**config.mk**
```make
export PLATFORM = sky130hd
export DESIGN_NAME = loch_handler
export DESIGN_NICKNAME = d
export VERILOG_FILES = /design/src/hdl/loch_pkg.sv /design/src/hdl/loch_handler.sv /design/src/hdl/loch_nv_mem.sv
export VERILOG_INCLUDE_DIRS = /design/src /design/src/hdl
export SDC_FILE = /design/constraint.sdc
export NUM_CORES = 1
export LEC_CHECK = 0
export BUFFER_PORTS_ARGS = -buffer_cell sky130_fd_sc_hd__buf_2
export CELL_PAD_IN_SITES_DETAIL_PLACEMENT = 0
export CELL_PAD_IN_SITES_GLOBAL_PLACEMENT = 1
export CORE_MARGIN = 2
export CORE_UTILIZATION = 39
export CTS_CLUSTER_DIAMETER = 30
export DETAILED_ROUTE_END_ITERATION = 16
export PLACE_DENSITY = 0.81
export SKIP_CTS_REPAIR_TIMING = 1
export SLEW_MARGIN = 40
export SYNTH_ARGS = -nofsm -noshare
export SYNTH_HDL_FRONTEND = slang
export SYNTH_SLANG_ARGS = --single-unit
export TNS_END_PERCENT = 20
```
**constraint.sdc**
```tcl
create_clock -name clk_i -period 2.1 [get_ports clk_i]
set_input_delay 0.42 -clock clk_i [delete_from_list [all_inputs] [get_ports clk_i]]
set_output_delay 0.42 -clock clk_i [all_outputs]
set_load 0.02 [all_outputs]
```
**src/hdl/loch_params.svh**
```systemverilog
`ifndef LOCH_PARAMS_SVH
`define LOCH_PARAMS_SVH
`define LOCH_OFS_CTRL 8'h00
`define LOCH_OFS_GATEWAY 8'h04
`define LOCH_OFS_NSERVER 8'h08
`define LOCH_OFS_STATUS 8'h0C
`define LOCH_OFS_CMD 8'h10
`define LOCH_OFS_NV_DATA 8'h14
`define LOCH_CTRL_AUTO_ADDR 0
`define LOCH_CTRL_NS_AUTO 1
`define LOCH_CTRL_POLICY_LAST 2
`define LOCH_CMD_OUT_ON 0
`define LOCH_CMD_OUT_OFF 1
`define LOCH_CMD_FULL_RESET 2
`define LOCH_STAT_OUT_EN 0
`define LOCH_STAT_LOCKED 1
`define LOCH_STAT_NV_BUSY 2
`define LOCH_STAT_POLICY 3
`define LOCH_RESP_OKAY 2'h0
`define LOCH_RESP_SLVERR 2'h2
`define LOCH_NV_WORDS 2
`define LOCH_NV_IDX_CFG 1'h0
`define LOCH_NV_IDX_OUT 1'h1
`define LOCH_GATEWAY_RST 32'h00000000
`define LOCH_NSERVER_RST 32'h00000000
`endif

```
**src/hdl/loch_pkg.sv**
```systemverilog
package loch_pkg;
  typedef struct packed {
    logic [7:0] addr;
    logic [31:0] data;
  } loch_req_t;
  typedef struct packed {
    logic auto_addr;
    logic ns_auto;
    logic policy_last;
  } loch_cfg_t;
  typedef enum logic [1:0] {
    LOCH_BOOT_READ_CFG,
    LOCH_BOOT_READ_OUT,
    LOCH_BOOT_APPLY,
    LOCH_BOOT_DONE
  } loch_boot_t;
endpackage

```
**src/hdl/loch_handler.sv**
```systemverilog
`timescale 1ns/1ps
`default_nettype none
`include "loch_params.svh"
module loch_handler (
  input wire logic clk_i,
  input wire logic arst_n_i,
  input wire logic [7:0] s_axi_awaddr_i,
  input wire logic s_axi_awvalid_i,
  output logic s_axi_awready_o,
  input wire logic [31:0] s_axi_wdata_i,
  input wire logic [3:0] s_axi_wstrb_i,
  input wire logic s_axi_wvalid_i,
  output logic s_axi_wready_o,
  output logic [1:0] s_axi_bresp_o,
  output logic s_axi_bvalid_o,
  input wire logic s_axi_bready_i,
  input wire logic [7:0] s_axi_araddr_i,
  input wire logic s_axi_arvalid_i,
  output logic s_axi_arready_o,
  output logic [31:0] s_axi_rdata_o,
  output logic [1:0] s_axi_rresp_o,
  output logic s_axi_rvalid_o,
  input wire logic s_axi_rready_i,
  input wire logic [31:0] dyn_gateway_i,
  input wire logic [31:0] dyn_nserver_i,
  output loch_pkg::loch_cfg_t net_cfg_o,
  output logic [31:0] gateway_o,
  output logic [31:0] nserver_o,
  output logic output_en_o,
  output logic ready_o
);
  import loch_pkg::*;

  loch_cfg_t cfg_reg;
  logic [31:0] gateway_reg;
  logic [31:0] nserver_reg;
  logic out_en_reg;
  logic locked_reg;
  loch_boot_t boot_reg;
  logic aw_held_reg;
  logic w_held_reg;
  logic [7:0] aw_addr_reg;
  logic [31:0] w_data_reg;
  logic [3:0] w_strb_reg;
  logic nv_wr_reg;
  logic [0:0] nv_wr_idx_reg;
  logic [31:0] nv_wr_data_reg;
  logic [0:0] nv_rd_idx;
  logic [31:0] nv_rd_data;
  logic [31:0] nv_cfg_reg;
  logic wr_fire;
  logic booted;
  logic [31:0] gate_merge;
  logic [31:0] ns_merge;

  function automatic logic [31:0] merge_bytes(input logic [31:0] old_v,
      input logic [31:0] new_v, input logic [3:0] strb);
    logic [31:0] r;
    r = old_v;
    for (int i = 0; i < 4; i++) begin
      if (strb[i]) begin
        r[i*8 +: 8] = new_v[i*8 +: 8];
      end
    end
    return r;
  endfunction

  function automatic logic wr_mapped(input logic [7:0] addr);
    logic hit;
    hit = 1'b0;
    unique case (addr)
      `LOCH_OFS_CTRL, `LOCH_OFS_GATEWAY, `LOCH_OFS_NSERVER, `LOCH_OFS_CMD: begin
        hit = 1'b1;
      end
      default: begin
        hit = 1'b0;
      end
    endcase
    return hit;
  endfunction

  // address in use: learned while automatic, else static
  function automatic logic [31:0] gw_in_use(input loch_cfg_t cfg, input logic [31:0] learned,
      input logic [31:0] fixed);
    return cfg.auto_addr ? learned : fixed;
  endfunction

  function automatic logic [31:0] ns_in_use(input loch_cfg_t cfg, input logic [31:0] learned,
      input logic [31:0] fixed);
    return (cfg.auto_addr || cfg.ns_auto) ? learned : fixed;
  endfunction

  function automatic logic [31:0] ctrl_word(input loch_cfg_t cfg);
    logic [31:0] w;
    w = 32'h00000000;
    w[`LOCH_CTRL_AUTO_ADDR] = cfg.auto_addr;
    w[`LOCH_CTRL_NS_AUTO] = cfg.ns_auto;
    w[`LOCH_CTRL_POLICY_LAST] = cfg.policy_last;
    return w;
  endfunction

  function automatic logic [31:0] status_word(input logic policy, input logic nv_pulse,
      input logic locked, input logic out_en);
    logic [31:0] w;
    w = 32'h00000000;
    w[`LOCH_STAT_OUT_EN] = out_en;
    w[`LOCH_STAT_LOCKED] = locked;
    w[`LOCH_STAT_NV_BUSY] = nv_pulse;
    w[`LOCH_STAT_POLICY] = policy;
    return w;
  endfunction

  // old index picks the data bound for the word written next
  function automatic logic [31:0] nv_word(input logic [0:0] idx, input logic out_en,
      input logic policy);
    logic [31:0] w;
    w = 32'h00000000;
    if (idx == `LOCH_NV_IDX_CFG) begin
      w[0] = out_en;
    end else begin
      w[`LOCH_CTRL_POLICY_LAST] = policy;
    end
    return w;
  endfunction

  assign booted = (boot_reg == LOCH_BOOT_DONE);
  assign wr_fire = aw_held_reg && w_held_reg && !s_axi_bvalid_o && booted;
  assign gate_merge = merge_bytes(gateway_reg, w_data_reg, w_strb_reg);
  assign ns_merge = merge_bytes(nserver_reg, w_data_reg, w_strb_reg);
  assign nv_rd_idx = (boot_reg == LOCH_BOOT_READ_CFG) ? `LOCH_NV_IDX_CFG : `LOCH_NV_IDX_OUT;

  loch_nv_mem u_nv (
    .clk_i(clk_i),
    .wr_en_i(nv_wr_reg),
    .wr_idx_i(nv_wr_idx_reg),
    .wr_data_i(nv_wr_data_reg),
    .rd_idx_i(nv_rd_idx),
    .rd_data_o(nv_rd_data)
  );

  // boot: read back retained policy and output state
  always_ff @(posedge clk_i or negedge arst_n_i) begin
    if (!arst_n_i) begin
      boot_reg <= LOCH_BOOT_READ_CFG;
      nv_cfg_reg <= 32'h00000000;
      ready_o <= 1'b0;
    end else begin
      unique case (boot_reg)
        LOCH_BOOT_READ_CFG: begin
          boot_reg <= LOCH_BOOT_READ_OUT;
        end
        LOCH_BOOT_READ_OUT: begin
          nv_cfg_reg <= nv_rd_data;
          boot_reg <= LOCH_BOOT_APPLY;
        end
        LOCH_BOOT_APPLY: begin
          boot_reg <= LOCH_BOOT_DONE;
          ready_o <= 1'b1;
        end
        LOCH_BOOT_DONE: begin
          boot_reg <= LOCH_BOOT_DONE;
        end
      endcase
    end
  end

  // write address and data channels, either order
  always_ff @(posedge clk_i or negedge arst_n_i) begin
    if (!arst_n_i) begin
      aw_held_reg <= 1'b0;
      w_held_reg <= 1'b0;
      aw_addr_reg <= 8'h00;
      w_data_reg <= 32'h00000000;
      w_strb_reg <= 4'h0;
      s_axi_awready_o <= 1'b0;
      s_axi_wready_o <= 1'b0;
    end else begin
      s_axi_awready_o <= !aw_held_reg && !(s_axi_awvalid_i && s_axi_awready_o);
      s_axi_wready_o <= !w_held_reg && !(s_axi_wvalid_i && s_axi_wready_o);
      if (s_axi_awvalid_i && s_axi_awready_o) begin
        aw_held_reg <= 1'b1;
        aw_addr_reg <= s_axi_awaddr_i;
      end else if (wr_fire) begin
        aw_held_reg <= 1'b0;
      end
      if (s_axi_wvalid_i && s_axi_wready_o) begin
        w_held_reg <= 1'b1;
        w_data_reg <= s_axi_wdata_i;
        w_strb_reg <= s_axi_wstrb_i;
      end else if (wr_fire) begin
        w_held_reg <= 1'b0;
      end
    end
  end

  // write response
  always_ff @(posedge clk_i or negedge arst_n_i) begin
    if (!arst_n_i) begin
      s_axi_bvalid_o <= 1'b0;
      s_axi_bresp_o <= `LOCH_RESP_OKAY;
    end else if (wr_fire) begin
      s_axi_bvalid_o <= 1'b1;
      s_axi_bresp_o <= wr_mapped(aw_addr_reg) ? `LOCH_RESP_OKAY : `LOCH_RESP_SLVERR;
    end else if (s_axi_bready_i) begin
      s_axi_bvalid_o <= 1'b0;
    end
  end

  // network configuration and power-up policy
  always_ff @(posedge clk_i or negedge arst_n_i) begin
    if (!arst_n_i) begin
      cfg_reg <= '0;
      gateway_reg <= `LOCH_GATEWAY_RST;
      nserver_reg <= `LOCH_NSERVER_RST;
    end else if (boot_reg == LOCH_BOOT_APPLY) begin
      cfg_reg.policy_last <= nv_cfg_reg[`LOCH_CTRL_POLICY_LAST];
    end else if (wr_fire && w_strb_reg[0] && aw_addr_reg == `LOCH_OFS_CTRL) begin
      cfg_reg.auto_addr <= w_data_reg[`LOCH_CTRL_AUTO_ADDR];
      cfg_reg.ns_auto <= w_data_reg[`LOCH_CTRL_NS_AUTO];
      cfg_reg.policy_last <= w_data_reg[`LOCH_CTRL_POLICY_LAST];
    end else if (wr_fire && aw_addr_reg == `LOCH_OFS_GATEWAY && !cfg_reg.auto_addr) begin
      gateway_reg <= gate_merge;
    end else if (wr_fire && aw_addr_reg == `LOCH_OFS_NSERVER && !cfg_reg.auto_addr) begin
      nserver_reg <= ns_merge;
    end
  end

  // output enable with restore lock
  always_ff @(posedge clk_i or negedge arst_n_i) begin
    if (!arst_n_i) begin
      out_en_reg <= 1'b0;
      locked_reg <= 1'b0;
    end else if (boot_reg == LOCH_BOOT_APPLY) begin
      if (nv_cfg_reg[`LOCH_CTRL_POLICY_LAST] && nv_rd_data[0]) begin
        out_en_reg <= 1'b1;
        locked_reg <= 1'b1;
      end else begin
        out_en_reg <= 1'b0;
        locked_reg <= 1'b0;
      end
    end else if (wr_fire && w_strb_reg[0] && aw_addr_reg == `LOCH_OFS_CMD) begin
      if (w_data_reg[`LOCH_CMD_FULL_RESET]) begin
        out_en_reg <= 1'b0;
        locked_reg <= 1'b0;
      end else if (w_data_reg[`LOCH_CMD_OUT_ON]) begin
        out_en_reg <= 1'b1;
      end else if (w_data_reg[`LOCH_CMD_OUT_OFF] && !locked_reg) begin
        out_en_reg <= 1'b0;
      end
    end
  end

  // retention write-back of policy and output state
  always_ff @(posedge clk_i or negedge arst_n_i) begin
    if (!arst_n_i) begin
      nv_wr_reg <= 1'b0;
      nv_wr_idx_reg <= `LOCH_NV_IDX_CFG;
      nv_wr_data_reg <= 32'h00000000;
    end else if (booted && !nv_wr_reg) begin
      nv_wr_reg <= 1'b1;
      nv_wr_idx_reg <= ~nv_wr_idx_reg;
      nv_wr_data_reg <= nv_word(nv_wr_idx_reg, out_en_reg, cfg_reg.policy_last);
    end else begin
      nv_wr_reg <= 1'b0;
    end
  end

  // read channel
  always_ff @(posedge clk_i or negedge arst_n_i) begin
    if (!arst_n_i) begin
      s_axi_arready_o <= 1'b0;
      s_axi_rvalid_o <= 1'b0;
      s_axi_rdata_o <= 32'h00000000;
      s_axi_rresp_o <= `LOCH_RESP_OKAY;
    end else begin
      s_axi_arready_o <= !s_axi_rvalid_o && !(s_axi_arvalid_i && s_axi_arready_o);
      if (s_axi_arvalid_i && s_axi_arready_o) begin
        s_axi_rvalid_o <= 1'b1;
        s_axi_rresp_o <= `LOCH_RESP_OKAY;
        unique case (s_axi_araddr_i)
          `LOCH_OFS_CTRL: begin
            s_axi_rdata_o <= ctrl_word(cfg_reg);
          end
          `LOCH_OFS_GATEWAY: begin
            s_axi_rdata_o <= gw_in_use(cfg_reg, dyn_gateway_i, gateway_reg);
          end
          `LOCH_OFS_NSERVER: begin
            s_axi_rdata_o <= ns_in_use(cfg_reg, dyn_nserver_i, nserver_reg);
          end
          `LOCH_OFS_STATUS: begin
            s_axi_rdata_o <= status_word(cfg_reg.policy_last, nv_wr_reg, locked_reg,
                                         out_en_reg);
          end
          `LOCH_OFS_CMD: begin
            s_axi_rdata_o <= 32'h00000000;
          end
          default: begin
            s_axi_rdata_o <= 32'h00000000;
            s_axi_rresp_o <= `LOCH_RESP_SLVERR;
          end
        endcase
      end else if (s_axi_rready_i) begin
        s_axi_rvalid_o <= 1'b0;
      end
    end
  end

  // registered outputs
  always_ff @(posedge clk_i or negedge arst_n_i) begin
    if (!arst_n_i) begin
      net_cfg_o <= '0;
      gateway_o <= `LOCH_GATEWAY_RST;
      nserver_o <= `LOCH_NSERVER_RST;
      output_en_o <= 1'b0;
    end else begin
      net_cfg_o <= cfg_reg;
      gateway_o <= gw_in_use(cfg_reg, dyn_gateway_i, gateway_reg);
      nserver_o <= ns_in_use(cfg_reg, dyn_nserver_i, nserver_reg);
      output_en_o <= out_en_reg;
    end
  end
endmodule // loch_handler
`default_nettype wire

```
**src/hdl/loch_nv_mem.sv**
```systemverilog
`timescale 1ns/1ps
`default_nettype none
`include "loch_params.svh"
module loch_nv_mem (
  input wire logic clk_i,
  input wire logic wr_en_i,
  input wire logic [0:0] wr_idx_i,
  input wire logic [31:0] wr_data_i,
  input wire logic [0:0] rd_idx_i,
  output logic [31:0] rd_data_o
);
  // retention cells, not cleared by reset
  logic [31:0] cell_reg [`LOCH_NV_WORDS];

  always_ff @(posedge clk_i) begin
    if (wr_en_i) begin
      cell_reg[wr_idx_i] <= wr_data_i;
    end
  end

  always_ff @(posedge clk_i) begin
    rd_data_o <= cell_reg[rd_idx_i];
  end
endmodule // loch_nv_mem
`default_nettype wire

```
# [Word-level counts from Yosys, hierarchy flattened]
# Memories as Yosys holds them, arrays and structs flattened. A register that Yosys moved wholly into a read port is not among the register bits.
# Cells that the tools add are included.
[classes] n_eq_ne=10 muxes=32 n_bitwise=4 reduce_logical=55
[ops] cell="32-bit one-hot mux with 4 select lines" count=1
[ops] cell="32-bit two-way mux" count=2
[ops] cell="1-bit two-way mux" count=26
[ops] cell="8-bit by 4-bit == test with 1-bit output, second input constant" count=3
[ops] cell="5-bit AND reduction" count=4
[ops] cell="1-bit logical AND" count=19
[ops] cell="8-bit by 3-bit == test with 1-bit output, second input constant" count=2
[ops] cell="8-bit by 5-bit == test with 1-bit output, second input constant" count=2
[ops] cell="8-bit zero test" count=2
[ops] cell="4-bit AND reduction" count=4
[ops] cell="2-bit nonzero test" count=7
[ops] cell="1-bit zero test" count=10
[ops] cell="2-bit one-hot mux with 3 select lines" count=1
[ops] cell="2-bit AND reduction" count=3
[ops] cell="5-bit OR reduction" count=1
[ops] cell="2-bit == test, second input constant" count=2
[ops] cell="2-bit two-way mux" count=2
[ops] cell="1-bit NOT" count=4
[ops] cell="4-bit nonzero test" count=1
[ops] cell="4-bit OR reduction" count=1
[ops] cell="2-bit by 1-bit == test with 1-bit output, second input constant" count=1
[ops] cell="2-bit zero test" count=1
[ops] cell="2-bit OR reduction" count=1
[ops] cell="1-bit logical OR" count=1
[totals] reg_bits=237 ramBits=4 output_inout_bits=110 elab_cells=141 n_memories=1
[memory_table] memory="u_nv.cell_reg" words=2 width=2 read_ports=1 rd_clocked_by_memory_dff=1 write_ports=1 line="loch_nv_mem.sv:13" source="logic [31:0] cell_reg [`LOCH_NV_WORDS];"

# [Logic depth before layout (Yosys ltp)]
[depth] ltp_word=7 ltp_mapped=6

# [Cells and area by module]
# Synthesis repeated with hierarchy kept, for this count alone.
[unflattened] hier_cells=760 hier_area_um2=12137.9
[modules_own_cells] module="loch_handler" n_inst=1 cells_per_inst=626 area_per_inst_um2=9018.6
[modules_own_cells] module="loch_nv_mem" n_inst=1 cells_per_inst=134 area_per_inst_um2=3119.2

# [Least setup slack after synthesis]
# No wires, ideal clock.
[synth_path] path_kind="reg2reg" startpoint="register s_axi_bvalid_o" endpoint="register nserver_reg[0]" setup_time_ns=0.125 arrival_ns=2.023 required_ns=1.975 path_slack_ns=-0.048 stages_incl_launch_ff=6 synth_period_minus_slack_ns=2.148 path_cell_list="dfrtp_1 or4b_2 nor4_1 and2_1 buf_4 mux2_2"
[synth_via] elab_chain_cells=7
[synth_lines] item="start: declaration" line="loch_handler.sv:15" source="output logic s_axi_bvalid_o,"
[synth_lines] item="start signal: assignment" line="loch_handler.sv:199" source="s_axi_bvalid_o <= 1'b0;"
[synth_lines] item="start signal: assignment" line="loch_handler.sv:202" source="s_axi_bvalid_o <= 1'b1;"
[synth_lines] item="start signal: assignment" line="loch_handler.sv:205" source="s_axi_bvalid_o <= 1'b0;"
[synth_lines] item="1-bit zero test *" line="loch_handler.sv:127" source="assign wr_fire = aw_held_reg && w_held_reg && !s_axi_bvalid_o && booted;"
[synth_lines] item="1-bit logical AND * (2 in series)" line="loch_handler.sv:127"
[synth_lines] item="1-bit logical AND, on equally long branches (2 in series)"
[synth_lines] item="1-bit NOT (no source line)"
[synth_lines] item="5-bit AND reduction (no source line) *"
[synth_lines] item="end signal: assignment" line="loch_handler.sv:214" source="nserver_reg <= `LOCH_NSERVER_RST;"
[synth_lines] item="end signal: assignment" line="loch_handler.sv:224" source="nserver_reg <= ns_merge;"
[synth_lines] item="end: declaration" line="loch_handler.sv:36" source="logic [31:0] nserver_reg;"
# Mark *: on every way between the ends. The rest lies on a longest branch, timed or not.
# A chain may end at the register's enable or synchronous reset.

# [Worst setup path in the final report]
[layout_path] startpoint="register aw_addr_reg[1]" endpoint="register gateway_reg[6]"
[layout_via] elab_chain_cells=4
[layout_lines] item="start: declaration" line="loch_handler.sv:42" source="logic [7:0] aw_addr_reg;"
[layout_lines] item="start signal: assignment" line="loch_handler.sv:182" source="aw_addr_reg <= s_axi_awaddr_i;"
[layout_lines] item="8-bit by 3-bit == test with 1-bit output / 8-bit zero test (equally long branches)"
[layout_lines] item="1-bit logical AND (no source line)"
[layout_lines] item="1-bit logical AND / 1-bit NOT (equally long branches)"
[layout_lines] item="4-bit AND reduction (no source line) *"
[layout_lines] item="end signal: assignment" line="loch_handler.sv:213" source="gateway_reg <= `LOCH_GATEWAY_RST;"
[layout_lines] item="end signal: assignment" line="loch_handler.sv:222" source="gateway_reg <= gate_merge;"
[layout_lines] item="end: declaration" line="loch_handler.sv:35" source="logic [31:0] gateway_reg;"
# Marks and branches as above.

==> metrics.md <==
| Metric | Value |
|---|---|
| Top_reg_cell synth | dfrtp_1 |
| CP Data Required Time | 2510 ps |
| Synth Area in Compound Gates | 0.05780 |
| Area share of the largest cell type after synthesis | 0.6183 |
| Post-Syn Instances | 661 |
| Routed vias | 6431 |
| NumNets Final | 1076 |
| Area leader, netlist | dfrtp_1 |
| Post-synthesis mux area share | 0.2148 |
| Critical-path maximum fanout | 8 |
| Max_cap viols | 0 |
| Clock tree sinks | 236 |
| Antenna-violating nets left | 0 |
| Post-DP HPWL | 16830 µm |
| Die Area | 25120 µm² |
| Post-Place Setup Slack | -117.8 ps |
| RSZ-0062 raised after global routing | yes |
| Ys async rst share | 0.9746 |
| Setup Skew | 25.18 ps |
| Worst slew pin tran | 504.4 ps |
| Cell variety after synth | 46 |
| DR WL/cell | 18.22 µm |
| Via/cell ratio | 4.902 |
| Synth warn | 0 |
| Tot Pwr | 16.49 mW |
| Initial antenna violation count | 2 |
| Ports | 233 |
| Die X | 158.5 µm |
| Vias in the first global route | 6645 |
| Tot GR Track Use | 0.1906 |
| Core area | 23470 µm² |
| Fill cells | 1989 |
| Register bit total from synthesis | 236 |
| Top area cells in the synthesized netlist | dfrtp_1 62%, mux2_2 18%, mux2i_1 3.3% |
| Final min period | 2080 ps |
| Global-route wire length before repair | 36450 µm |
| Design Area, Final | 12980 µm² |
| Combinational family with the most area after synthesis | multiplexers |
| Status | completed |
| Pins over their slew limit | 0 |
| Post-Synth Simple-Gate Area | 0.05941 |
| Area after DPL | 11250 µm² |
| WL final | 23900 µm |
| Rel. slew slack | 0.6638 |
| Starting DRT DRC Count | 213 |
| Hold slack | 83.24 ps |
| Hold_sp | s_axi_awvalid_i |
| Layout cells sized above 1 | 0.5292 |
| Seq/Total Area, Yosys | 0.6355 |
| Largest net degree at the start of global routing | 64 |
| CP startpoint | aw_addr_reg[1] |
| EDFF count, synth | 4 |
| Reg clk slew, reported paths | 50 ps |
| Fmax | 480.7 MHz |
| Crit path arrival time | 2490 ps |
| Worst setup EP type | flip-flop |
| Fraction of synthesized cell area in xor and xnor cells | 0.0009409 |
| Die Y | 158.5 µm |
| DR pass1 iterations | 4 |
| PwrDens | 1270 nW/µm² |
| Syn Std Cell Area | 9309 µm² |
| Overflow after GRT | 0 |
| Root buf cell | clkbuf_16 |
| Hold Crit Class | input port to flip-flop |
| Worst-case clock buffer depth | 3 |
| Htree depth | 2 |
| Layout area overhead | 39.43% |
| Std cell rows | 56 |
| Setup CP Type | flip-flop to flip-flop |
| Launching point of the worst reg2reg path | aw_addr_reg[1] |
| Synth cell count leaders | 230 x dfrtp_1, 146 x mux2_2, 36 x o21ai_0, 35 x inv_1, 34 x nand3_1 |
| Avg Cell Area, Syn | 14.08 µm² |
| Static Leak | 6.987 nW |
| PortBufs | 230 |
| Final period utilization | 0.9906 |
| Final setup fails | 0 |
| GPL Wtd Cong | 0.7835 |
| Initial Util | 0.3966 |
| Post-Synth Adder-Cell Area | 0.001075 |
| CTS buffer count | 48 |
| Final Hold Fails | 0 |
| CTS tree | yes |
| Clk Latency, worst-skew pair | 540 ps |
| DRC | 0 |
| CP Launch Type | flip-flop |
| VDD IR max | 0.7719 mV |
| Slack of the critical path | 19.67 ps |
| Top-count cell post-synth | dfrtp_1 |
==> path summary, 6_finish.rpt <==
kind                                   end  cells past startpoint  slack (ps)
min                        s_axi_awready_o                      2          80
max                         gateway_reg[6]                      6          20
min in group asynchronous     nserver_o[6]                      2         430
max in group asynchronous   w_data_reg[14]                      3         990
min reg2reg                s_axi_awready_o                      1         460
max reg2reg                 gateway_reg[6]                      6          20
==> stage by stage <==
stage / utilization / setup TNS, ps / std cells
floorplan: - / 0 / 662
global placement: 0.4794 / -1832 / 1222
detailed placement: 0.4794 / -3238 / 1222
CTS: 0.5511 / -2961 / 1311
global route: 0.5530 / -88.30 / 1312
finish: 0.5530 / 0 / 1312
==> critical path: stages (launching register included) <==
cell,delay [ps]
dfrtp_1,370
or4_4,560
buf_4,170
nor4_4,210
buf_6,200
nand2_4,120
mux2_1,340
==> layer usage <==
layer / vias up / track usage / share of wire
li1: 2962 / - / -
met5: - / 0 / 0.00071
met2: 205 / 0.3068 / 0.47
met3: 55 / 0.04300 / 0.057
met4: 2 / 0.06478 / 0.026
met1: 3207 / 0.2558 / 0.44
==> final cells by class <==
cell class	count	area [µm²]	area share
multi-input combinational	359	3202	0.2467
timing repair buffer	273	1644	0.1267
tap	319	399.1	0.03075
clock inverter	31	374.1	0.02882
clock buffer	58	1310	0.1009
antenna	1	2.502	0.0001928
inverter	35	131.4	0.01012
sequential	236	5917	0.4559
==> where the power goes <==
part | switching, mW | internal (mW) | total, mW
clock network | 2.55 | 5.11 | 7.66
registers | 0.579 | 5.45 | 6.03
logic | 1.45 | 1.35 | 2.80
total | 4.57 | 11.9 | 16.5
==> placed cells by master, fill, tap and decap left out, types with 5 or more instances in the layout <==
cell	netlist	routed
nand2_1	15	13
clkbuf_16	0	49
mux2_2	146	146
nand3_1	34	34
inv_1	35	35
clkinvlp_4	0	9
nand2b_1	5	5
buf_4	6	28
clkbuf_8	0	5
mux2i_1	31	31
nor2_1	8	6
a21oi_1	5	5
a22o_1	30	30
buf_12	0	12
o21ai_0	36	36
inv_6	0	6
dfrtp_1	230	229
bufinv_16	0	5
buf_2	5	229
==> logic make-up (layout without fill, tap and decap cells) <==
| logic type | after synthesis | in the layout |
|---|---|---|
| XOR/XNOR | 1 | 1 |
| flip-flops | 236 | 236 |
| AO/OA/AOI/OAI | 80 | 80 |
| buffers and inverters | 67 | 397 |
| multiplexers | 180 | 180 |
| adder cells (fa/ha/maj) | 1 | 1 |
| AND/OR/NAND/NOR | 95 | 95 |
| other | 1 | 3 |
Power figures use the tool's default switching activity.
